`src/core/pbo_regs.svh`:
```
// Constants for the processor bus ownership state machine
`ifndef PBO_REGS_SVH
`define PBO_REGS_SVH

// Transfers in one burst-inhibited line transfer, counted as one bus cycle
`define PBO_LINE_BEATS 4
`define PBO_BEAT_W 2
`define PBO_LAST_BEAT 2'h3
`define PBO_FIRST_BEAT 2'h0

// Flip-flops on every pin input before logic reads it
`define PBO_SYNC_STAGES 2

// Pin inputs gathered into one synchroniser word
`define PBO_PIN_W 5
`define PBO_PIN_GRANT 0
`define PBO_PIN_HELD 1
`define PBO_PIN_ACK 2
`define PBO_PIN_ERR 3
`define PBO_PIN_ALT_TS 4

// Reset level of the synchroniser: every pin input reads negated (high)
`define PBO_PIN_RESET 5'h1f

`endif

```
`src/core/pbo_pkg.sv`:
```
// Types for the processor bus ownership state machine
`include "pbo_regs.svh"
package pbo_pkg;

	typedef enum logic [2:0] {
		PBO_IDLE,
		PBO_SNOOP,
		PBO_IMPLICIT,
		PBO_PARK,
		PBO_ACTIVE
	} pbo_state_e;

	typedef logic [`PBO_BEAT_W-1:0] pbo_beat_t;

endpackage : pbo_pkg

```
`src/core/pbo_sync.sv`:
```
// Two-stage synchroniser for a word of independent pin levels
module pbo_sync #(
	parameter int WIDTH = 1,
	parameter logic [WIDTH-1:0] RESET_VAL = '0
) (
	input wire logic clk_in,
	input wire logic rst_b_in,
	input wire logic [WIDTH-1:0] pin_in,
	output logic [WIDTH-1:0] sync_out
);

	logic [WIDTH-1:0] meta_ff;
	logic [WIDTH-1:0] sync_ff;

	// Each bit crosses alone; the first stage feeds only the second
	for (genvar i = 0; i < WIDTH; i++) begin : g_bit
		always_ff @(posedge clk_in or negedge rst_b_in) begin
			if (!rst_b_in) begin
				meta_ff[i] <= RESET_VAL[i];
				sync_ff[i] <= RESET_VAL[i];
			end else begin
				meta_ff[i] <= pin_in[i];
				sync_ff[i] <= meta_ff[i];
			end
		end
	end

	assign sync_out = sync_ff;

endmodule : pbo_sync

```
`src/core/pbo_fsm.sv`:
```
// Processor-side bus ownership state machine: request, hold, park, release
//
// Overview of operation
// - Granted with nothing pending: implicit ownership, bus undefined, bus_held not driven.
// - Request in implicit ownership asserts held, request, in-progress and start together.
// - Grant still present at cycle end with nothing pending: park, keep bus_held, drive undefined values.
// - Leave park with request, in-progress, start; return to park after cycle.
// - Exactly one of idle, snoop, implicit, park, active at any time.
// - Idle (except its one release clock) and snoop drive nothing, bus_held negated; snoop serves observed transfers.
// - Alternate master owns bus while snooping: bus_held not driven, bus undriven.
// - Active cycle asserts bus_held and in-progress, bus carries defined values.
// - Release guaranteed only if grant drops before the final acknowledge edge.
// - Request may be withdrawn unused, granted or not.
// - Withdrawn request may return at once or stay negated indefinitely.
// - Grant seen with bus_held negated: assert bus_held and start next clock.
// - Releasing: drive held and in-progress negated, then three-state everything.
// - Request negated when the last cycle begins from idle with nothing else pending.
// - Retry with grant negated: release bus, request again next clock.
// - Request pin is a registered copy of the internal request.
// - All state changes on the rising bus clock edge.
// - Request pin always actively driven, never wired-OR.
// - Four-transfer line counts as one cycle; bus kept until fourth completes.
`include "pbo_regs.svh"
module pbo_fsm (
	input wire logic clk_in,
	input wire logic rst_b_in,
	// Internal access side
	input wire logic acc_req_in,
	input wire logic acc_line_in,
	output logic acc_taken_out,
	output logic acc_done_out,
	output logic acc_error_out,
	output logic acc_retry_out,
	// Arbitration and bus pins, active low except the active-high enables and bus_defined_out
	input wire logic ownership_grant_b_in,
	input wire logic bus_held_b_in,
	input wire logic transfer_ack_b_in,
	input wire logic transfer_error_ack_b_in,
	input wire logic alt_transfer_start_b_in,
	output logic ownership_request_b_out,
	output logic bus_held_b_out,
	output logic bus_held_oe_out,
	output logic transfer_in_progress_b_out,
	output logic transfer_in_progress_oe_out,
	output logic transfer_start_b_out,
	output logic bus_oe_out,
	output logic bus_defined_out,
	// Status
	output logic snoop_ready_out,
	output pbo_pkg::pbo_state_e state_out
);

	////////////////////////////////////////////////////////////////////////
	// Pin synchronisation

	logic [`PBO_PIN_W-1:0] pin_raw;
	logic [`PBO_PIN_W-1:0] pin_sync;

	assign pin_raw[`PBO_PIN_GRANT] = ownership_grant_b_in;
	assign pin_raw[`PBO_PIN_HELD] = bus_held_b_in;
	assign pin_raw[`PBO_PIN_ACK] = transfer_ack_b_in;
	assign pin_raw[`PBO_PIN_ERR] = transfer_error_ack_b_in;
	assign pin_raw[`PBO_PIN_ALT_TS] = alt_transfer_start_b_in;

	pbo_sync #(
		.WIDTH(`PBO_PIN_W),
		.RESET_VAL(`PBO_PIN_RESET)
	) u_pin_sync (
		.clk_in(clk_in),
		.rst_b_in(rst_b_in),
		.pin_in(pin_raw),
		.sync_out(pin_sync)
	);

	logic grant;
	logic held_seen;
	logic ack;
	logic err;
	logic alt_start;

	// Pins are active low; internal terms are active high
	assign grant = !pin_sync[`PBO_PIN_GRANT];
	assign held_seen = !pin_sync[`PBO_PIN_HELD];
	assign ack = !pin_sync[`PBO_PIN_ACK];
	assign err = !pin_sync[`PBO_PIN_ERR];
	assign alt_start = !pin_sync[`PBO_PIN_ALT_TS];

	////////////////////////////////////////////////////////////////////////
	// Pin drive pattern per state

	// Returns {held_oe, held_b, tip_oe, tip_b, bus_oe, defined}
	function automatic logic [5:0] pin_drive(
		input pbo_pkg::pbo_state_e st,
		input logic releasing
	);
		logic [5:0] d;
		d = 6'h14;
		case (st)
			pbo_pkg::PBO_ACTIVE: begin
				d = 6'h2b;
			end
			pbo_pkg::PBO_PARK: begin
				d = 6'h2e;
			end
			pbo_pkg::PBO_IMPLICIT: begin
				d = 6'h1e;
			end
			pbo_pkg::PBO_IDLE: begin
				// Negated levels for one clock, then let go of everything
				d = releasing ? 6'h3e : 6'h14;
			end
			pbo_pkg::PBO_SNOOP: begin
				d = 6'h14;
			end
			default: begin
				d = 6'h14;
			end
		endcase
		return d;
	endfunction : pin_drive

	////////////////////////////////////////////////////////////////////////
	// State and cycle tracking

	pbo_pkg::pbo_state_e state_ff;
	pbo_pkg::pbo_state_e nxt_state;
	pbo_pkg::pbo_beat_t beat_ff;
	pbo_pkg::pbo_beat_t nxt_beat;
	logic line_ff;
	logic nxt_line;
	logic retry_ff;
	logic nxt_retry;
	logic release_ff;
	logic nxt_release;
	logic start_ff;
	logic nxt_start;
	logic req_b_ff;
	logic nxt_req_b;
	logic taken_ff;
	logic nxt_taken;
	logic done_ff;
	logic nxt_done;
	logic error_ff;
	logic nxt_error;
	logic rty_ff;
	logic nxt_rty;

	logic pending;
	logic final_ack;
	logic begin_cycle;
	logic owned_start;

	// A retried access outranks a new one and is pending until rerun
	assign pending = acc_req_in || retry_ff;
	// Error ends the cycle at once; a line waits for its last beat
	assign final_ack = (state_ff == pbo_pkg::PBO_ACTIVE) && !start_ff
		&& (err || (ack && (!line_ff || beat_ff == `PBO_LAST_BEAT)));

	always_comb begin
		nxt_state = state_ff;
		nxt_beat = beat_ff;
		nxt_line = line_ff;
		nxt_retry = retry_ff;
		nxt_release = 1'b0;
		begin_cycle = 1'b0;
		owned_start = 1'b0;
		nxt_done = 1'b0;
		nxt_error = 1'b0;
		nxt_rty = 1'b0;
		case (state_ff)
			pbo_pkg::PBO_IDLE: begin
				if (grant && !held_seen) begin
					if (pending) begin
						nxt_state = pbo_pkg::PBO_ACTIVE;
						begin_cycle = 1'b1;
					end else begin
						nxt_state = pbo_pkg::PBO_IMPLICIT;
					end
				end else if (held_seen && alt_start) begin
					nxt_state = pbo_pkg::PBO_SNOOP;
				end
			end
			pbo_pkg::PBO_SNOOP: begin
				if (!held_seen) begin
					nxt_state = pbo_pkg::PBO_IDLE;
				end
			end
			pbo_pkg::PBO_IMPLICIT: begin
				if (pending) begin
					nxt_state = pbo_pkg::PBO_ACTIVE;
					begin_cycle = 1'b1;
					owned_start = 1'b1;
				end else if (!grant) begin
					nxt_state = pbo_pkg::PBO_IDLE;
				end
			end
			pbo_pkg::PBO_PARK: begin
				if (pending) begin
					nxt_state = pbo_pkg::PBO_ACTIVE;
					begin_cycle = 1'b1;
					owned_start = 1'b1;
				end else if (!grant) begin
					nxt_state = pbo_pkg::PBO_IDLE;
					nxt_release = 1'b1;
				end
			end
			pbo_pkg::PBO_ACTIVE: begin
				if (ack && !err && !start_ff) begin
					nxt_beat = pbo_pkg::pbo_beat_t'(beat_ff + 1'b1);
				end
				if (final_ack) begin
					nxt_done = 1'b1;
					nxt_error = err && !ack;
					nxt_rty = err && ack;
					nxt_retry = err && ack;
					// Grant sampled at the final acknowledge edge decides
					if (!grant) begin
						nxt_state = pbo_pkg::PBO_IDLE;
						nxt_release = 1'b1;
					end else if (acc_req_in || (err && ack)) begin
						// Back-to-back cycle while still granted
						begin_cycle = 1'b1;
					end else begin
						nxt_state = pbo_pkg::PBO_PARK;
					end
				end
			end
			default: begin
				nxt_state = pbo_pkg::PBO_IDLE;
			end
		endcase
		if (begin_cycle) begin
			nxt_beat = `PBO_FIRST_BEAT;
			// A retry keeps its own line flag
			if (!retry_ff && !nxt_rty) begin
				nxt_line = acc_line_in;
			end
			nxt_retry = 1'b0;
		end
	end

	always_comb begin
		nxt_start = begin_cycle;
		nxt_taken = begin_cycle && !retry_ff && !nxt_rty;
		// Request follows the pending access, dropped once it is taken,
		// raised with the start when the bus is already owned
		nxt_req_b = !((pending && !begin_cycle) || owned_start || nxt_rty);
	end

	always_ff @(posedge clk_in or negedge rst_b_in) begin
		if (!rst_b_in) begin
			state_ff <= pbo_pkg::PBO_IDLE;
			beat_ff <= `PBO_FIRST_BEAT;
			line_ff <= 1'b0;
			retry_ff <= 1'b0;
			release_ff <= 1'b0;
			start_ff <= 1'b0;
			req_b_ff <= 1'b1;
			taken_ff <= 1'b0;
			done_ff <= 1'b0;
			error_ff <= 1'b0;
			rty_ff <= 1'b0;
		end else begin
			state_ff <= nxt_state;
			beat_ff <= nxt_beat;
			line_ff <= nxt_line;
			retry_ff <= nxt_retry;
			release_ff <= nxt_release;
			start_ff <= nxt_start;
			req_b_ff <= nxt_req_b;
			taken_ff <= nxt_taken;
			done_ff <= nxt_done;
			error_ff <= nxt_error;
			rty_ff <= nxt_rty;
		end
	end

	////////////////////////////////////////////////////////////////////////
	// Registered pin outputs

	logic [5:0] nxt_drive;
	logic [5:0] drive_ff;
	logic nxt_ts_b;
	logic ts_b_ff;
	logic nxt_snoop;
	logic snoop_ff;

	always_comb begin
		nxt_drive = pin_drive(nxt_state, nxt_release);
		nxt_ts_b = !nxt_start;
		nxt_snoop = (nxt_state == pbo_pkg::PBO_SNOOP);
	end

	always_ff @(posedge clk_in or negedge rst_b_in) begin
		if (!rst_b_in) begin
			drive_ff <= 6'h14;
			ts_b_ff <= 1'b1;
			snoop_ff <= 1'b0;
		end else begin
			drive_ff <= nxt_drive;
			ts_b_ff <= nxt_ts_b;
			snoop_ff <= nxt_snoop;
		end
	end

	assign bus_held_oe_out = drive_ff[5];
	assign bus_held_b_out = drive_ff[4];
	assign transfer_in_progress_oe_out = drive_ff[3];
	assign transfer_in_progress_b_out = drive_ff[2];
	assign bus_oe_out = drive_ff[1];
	assign bus_defined_out = drive_ff[0];
	assign transfer_start_b_out = ts_b_ff;
	// Point-to-point pin, driven in every state
	assign ownership_request_b_out = req_b_ff;
	assign acc_taken_out = taken_ff;
	assign acc_done_out = done_ff;
	assign acc_error_out = error_ff;
	assign acc_retry_out = rty_ff;
	assign snoop_ready_out = snoop_ff;
	assign state_out = state_ff;

endmodule : pbo_fsm

```
`config.mk`:
```
export PLATFORM = sky130hd
export DESIGN_NAME = pbo_fsm
export DESIGN_NICKNAME = d
export VERILOG_FILES = /design/src/core/pbo_pkg.sv /design/src/core/pbo_sync.sv /design/src/core/pbo_fsm.sv
export VERILOG_INCLUDE_DIRS = /design/src /design/src/core
export SDC_FILE = /design/constraint.sdc
export NUM_CORES = 1
export LEC_CHECK = 0
export BUFFER_PORTS_ARGS = -buffer_cell sky130_fd_sc_hd__buf_2
export CAP_MARGIN = 15
export CORE_MARGIN = 2
export CORE_UTILIZATION = 46
export CTS_BUF_LIST = sky130_fd_sc_hd__clkbuf_4 sky130_fd_sc_hd__clkbuf_8 sky130_fd_sc_hd__clkbuf_16
export DETAILED_ROUTE_END_ITERATION = 8
export PLACE_DENSITY = 0.72
export SLEW_MARGIN = 5
export SYNTH_ARGS = -nofsm -noshare
export SYNTH_HDL_FRONTEND = slang
export SYNTH_SLANG_ARGS = --single-unit
export TNS_END_PERCENT = 30
```
`constraint.sdc`:
```
create_clock -name clk_in -period 2 [get_ports clk_in]
set_input_delay 0.5 -clock clk_in [delete_from_list [all_inputs] [get_ports clk_in]]
set_output_delay 0.5 -clock clk_in [all_outputs]
set_load 0.03 [all_outputs]
```
# Yosys cells after proc, flatten, opt, wreduce, memory -nomap -nowiden
# Cells that the tools add are included.
[totals]
elab_cells = 107
input_bits = 9
output_inout_bits = 16
regBits = 31
[op_classes]
eq_ne = 9
muxes = 35
n_reduce_logical = 39
n_addsub = 1
[op_table]
columns = ["op", "count"]
rows = [
  ["3-bit two-way mux", 9],
  ["6-bit one-hot mux with 4 select lines", 1],
  ["1-bit two-way mux", 18],
  ["1-bit logical AND", 13],
  ["3-bit by 2-bit == test with 1-bit output, second input constant", 4],
  ["3-bit one-hot mux with 4 select lines", 1],
  ["1-bit zero test", 11],
  ["3-bit by 1-bit == test with 1-bit output, second input constant", 2],
  ["3-bit == test, second input constant", 2],
  ["3-bit zero test", 2],
  ["1-bit logical OR", 6],
  ["2-bit two-way mux", 3],
  ["6-bit two-way mux", 1],
  ["2-bit AND reduction", 3],
  ["2-bit nonzero test", 3],
  ["1-bit one-hot mux with 3 select lines", 1],
  ["2-bit by 1-bit adder with 2-bit output, second input constant", 1],
  ["2-bit == test, second input constant", 1],
  ["1-bit one-hot mux with 2 select lines", 1],
  ["2-bit OR reduction", 1],
]

# Depth between registers and ports, before layout
[depth]
word_depth = 12
mapped_depth = 7
ltp_nobuf = 7

# Modules after synthesis
# Synthesis repeated with hierarchy kept, for this count alone.
[unflattened]
hier_cells = 91
area_unflattened_um2 = 1132.3
[modules_own_cells]
columns = ["module", "cells_per_inst", "instances", "area_per_inst_um2", "seq_area_each_um2"]
rows = [
  ["pbo_fsm", 81, 1, 869.6, 505.5],
  ["pbo_sync", 10, 1, 262.8, 262.8],
]

# Least setup slack after synthesis
# No wires, ideal clock.
[synth_path]
path_kind = "reg2reg"
startpoint = "reg state_ff[0] (netlist: state_out[0])"
endpoint = "reg line_ff"
arrival_time_ns = 2.122
path_slack_ns = -0.249
setup_time_ns = 0.128
stages_incl_launch_ff = 7
n_path_buf = 1
t_required_ns = 1.872
synth_period_minus_slack_ns = 2.249
path_cell_list = "dfrtp_1 or3b_4 or2_0 buf_2 o31a_1 nor3_4 mux2_1"
[synth_between]
elab_chain_len = 8
elab_cells_between_ends = 14
cone_classes = "eq/ne: 3; mux: 4; reduce/logical: 7"
[synth_lines]
columns = ["element", "line", "rtl"]
rows = [
  ["start, declared", "pbo_fsm.sv:125", "pbo_pkg::pbo_state_e state_ff;"],
  ["start signal, assigned", "pbo_fsm.sv:252", "state_ff <= pbo_pkg::PBO_IDLE;"],
  ["start signal, assigned", "pbo_fsm.sv:264", "state_ff <= nxt_state;"],
  ["3-bit == test", "pbo_fsm.sv:156, pbo_fsm.sv:170", ""],
  ["1-bit logical AND (2 in a row)", "pbo_fsm.sv:156", "assign final_ack = (state_ff == pbo_pkg::PBO_ACTIVE) && !start_ff"],
  ["1-bit two-way mux", "pbo_fsm.sv:211", "if (final_ack) begin"],
  ["1-bit two-way mux", "pbo_fsm.sv:170", "case (state_ff)"],
  ["1-bit zero test", "pbo_fsm.sv:235", "if (!retry_ff && !nxt_rty) begin"],
  ["1-bit logical AND", "pbo_fsm.sv:235", ""],
  ["2-bit AND reduction (no source line) (*)", "--", ""],
  ["end signal, assigned", "pbo_fsm.sv:266", "line_ff <= nxt_line;"],
  ["end, declared", "pbo_fsm.sv:129", "logic line_ff;"],
]
# Mark *: on every way between the ends. The rest lies on a longest branch, timed or not.
# A chain may end at the register's enable or synchronous reset.

# Final worst setup path
[layout_path]
startpoint = "reg state_ff[1] (netlist: state_out[1])"
endpoint = "reg line_ff"
# The elaborated chain is that of the path after synthesis.

==> flow_metrics.py <==
metrics = {
    "layout": {
        "fin_util_pct": 61.5,
        "layout.nets": 137,
        "final_cell_mix": "24 x buf_2, 14 x dfstp_2, 13 x dfrtp_1",
        "layout-drive-gt1-share_pct": 48.4,
        "num_antenna_cells": 0,
        "layout_commonest_cell": "buf_2",
        "area_growth_pct": 23.5,
    },
    "synth": {
        "syn_area_sq_um": 1130,
        "yosysUniqueCellTypes": 32,
        "synth_top_area_cell": "dfrtp_1",
        "synth_area_leaders": "dfrtp_1 35%, dfstp_2 32%, nor2_1 3.6%",
        "ys_warn_count": 0,
        "ys_ff_latch": 30,
        "synthFlopType": "dfrtp_1",
        "netlist_instances": 91,
        "avgSynthCellArea_sq_um": 12.4,
        "synth_edf_count": 0,
        "synth-seq-area-share_pct": 67.8,
        "async_flop_share_pct": 100,
        "synth_top_area_share_pct": 35.4,
        "synth_fp_nets": 101,
    },
    "clock_tree": {
        "clkTransAtPathRegs_ns": 0.09,
        "clk_latency_ns": 0.32,
        "h-tree-depth": 2,
        "cts_buffer_depth": 2,
        "cts_root_buffer": "clkbuf_4",
        "cts_hold_buf": 0,
        "clkSinkCount": 30,
        "cts_buffers": 5,
        "cts_tree": "done",
    },
    "run_status": {
        "outcome": "finished clean",
    },
    "drt": {
        "vias": 786,
        "vias_per_cell": 5.04,
        "totalWireLength_um": 1780,
        "drtIter0Drc": 14,
        "postRouteAntennaNets": 0,
        "drc_errors": 0,
        "drt_first_pass_iters": 4,
        "wl_per_cell_um": 11.4,
    },
    "worst_setup_path": {
        "timing.rr.start": "state_out[1]",
        "r2r-end": "line_ff",
        "cp_max_fo": 3,
        "path_class": "reg2reg",
        "required_ns": 2.21,
        "start_kind": "flop",
        "reg2reg_slack_ns": 0.05,
        "critPathLaunch": "state_out[1]",
        "cp-end-kind": "flop",
        "ff2ff_path_depth": 5,
        "crit_arrival_ns": 2.15,
    },
    "placed_design": {
        "place_hpwl_um": 1330,
        "port_buffers": 24,
        "globalplace.congestion": 0.908,
        "dp_slack_ns": 0.0498,
    },
    "global_route": {
        "grt_max_degree": 31,
        "gr-total-overflow": 0,
        "grt_pass1_wl_um": 3120,
        "antenna_found_initial": 0,
        "grt_use_total_pct": 16.1,
        "first_global_vias": 767,
    },
    "power": {
        "leakage_nw": 0.679,
        "p_per_area_nw_per_um2": 1380,
        "peakVddDrop_v": 0.000800,
    },
    "sta": {
        "max_freq_mhz": 514,
        "min_period_ns": 1.95,
        "skew_ns": 0.00515,
        "setup_slack_ns": 0.0549,
        "maxSlewViolCount": 0,
        "tightest_slew_ns": 0.607,
        "fin_hold_ws_ns": 0.186,
        "finalSetupViolCount": 0,
        "rsz0062_at_grt": "false",
        "min_period_over_period_pct": 97.3,
        "hold_viol": 0,
        "relSlewSlack_pct": 59.5,
    },
    "min_path": {
        "hp-class": "in2async",
    },
    "floorplanning": {
        "coreArea_sq_um": 2280,
        "start_util_pct": 49.8,
        "die_w_um": 53.6,
        "fp.dieH_um": 53.6,
        "num_rows": 17,
        "die_area_sq_um": 2870,
        "io_pins": 25,
    },
    "run": {
        "maxCapViolCount": 0,
    },
}
## cell families after synthesis
| logic type | after synthesis | synth area share (%) |
|---|---|---|
| flops | 30 | 67.8 |
| simple gates | 33 | 16.6 |
| buf+inv | 8 | 3.09 |
| xor+xnor | 1 | 0.774 |
| mux | 1 | 0.994 |
| compound gates | 17 | 9.61 |
| fa+ha+maj | 1 | 1.10 |
## power by group
group	leakage (nW)	switching (mW)	total (mW)	internal, mW
registers	0.355	0.0558	0.840	0.784
logic	0.285	0.467	0.723	0.256
clock network	0.0387	0.187	0.370	0.184
## cells in the mapped netlist, types with 2 or more instances
cell / number
dfrtp_1: 16
dfstp_2: 14
nor2_1: 11
a21oi_1: 7
inv_1: 6
nor2b_1: 4
nand2_1: 3
nor3_1: 3
o21ai_0: 3
nand3_1: 2
## area by class of cell
cell class / instances / area, sq um
Clock inverter: 1 / 5.00
Clock buffer: 7 / 58.8
Multi-Input combinational cell: 53 / 333
Fill cell: 190 / 877
Timing Repair Buffer: 31 / 173
Inverter: 6 / 22.5
Sequential cell: 30 / 772
Tap cell: 28 / 35.0
## routing by layer
layer / track usage, % / routed length (um) / vias up
met3: 6.39 / 127 / 6
met5: 0 / 0 / -
met1: 17.4 / 729 / 367
met4: 12.8 / 40 / 0
li1: - / - / 376
met2: 25.1 / 887 / 37
## sequential cells by signal, summed over array words and instances, names as in the netlist
signal	flops
u_pin_sync.sync_out	5
acc_taken_out	1
start_ff	1
u_pin_sync.meta_ff	5
ownership_request_b_out	1
snoop_ready_out	1
acc_retry_out	1
transfer_start_b_out	1
state_out	3
acc_done_out	1
retry_ff	1
line_ff	1
drive_ff	5
acc_error_out	1
beat_ff	2
## metrics by stage
step | cells | area, sq um | TNS, ns | total power, mW
4_1_cts | 155 | 1390 | 0 | 1.95
6_report | 156 | 1400 | 0 | 1.93
2_1_floorplan | 91 | 1140 | -0.159 | 1.35
3_3_place_gp | 147 | 1330 | 0 | 1.56
3_5_place_dp | 147 | 1330 | 0 | 1.57
5_1_grt | 156 | 1400 | 0 | 2.07
## repair_timing
item / in CTS / in global routing
setup endpoints to repair: 0 / 1
hold endpoints to repair: 0 / 0
gates resized for setup: 0 / 1
buffers inserted: 0 / 1
## critical path, cell delays in order, from the launching register on
cell	delay (ns)
dfrtp_2	0.41
or3b_4	0.39
or2_1	0.23
o31a_1	0.34
nor3_4	0.16
mux2_4	0.31
## worst max path at each step
stage                    to  slack (ns)  depth (start not counted)
global route        line_ff      0.0009                          5
finish              line_ff        0.05                          5
floorplan           line_ff       -0.16                          6
global placement    line_ff        0.07                          5
detailed placement  line_ff        0.05                          5
CTS                 line_ff        0.03                          5
(Power assumes the default switching activity.)
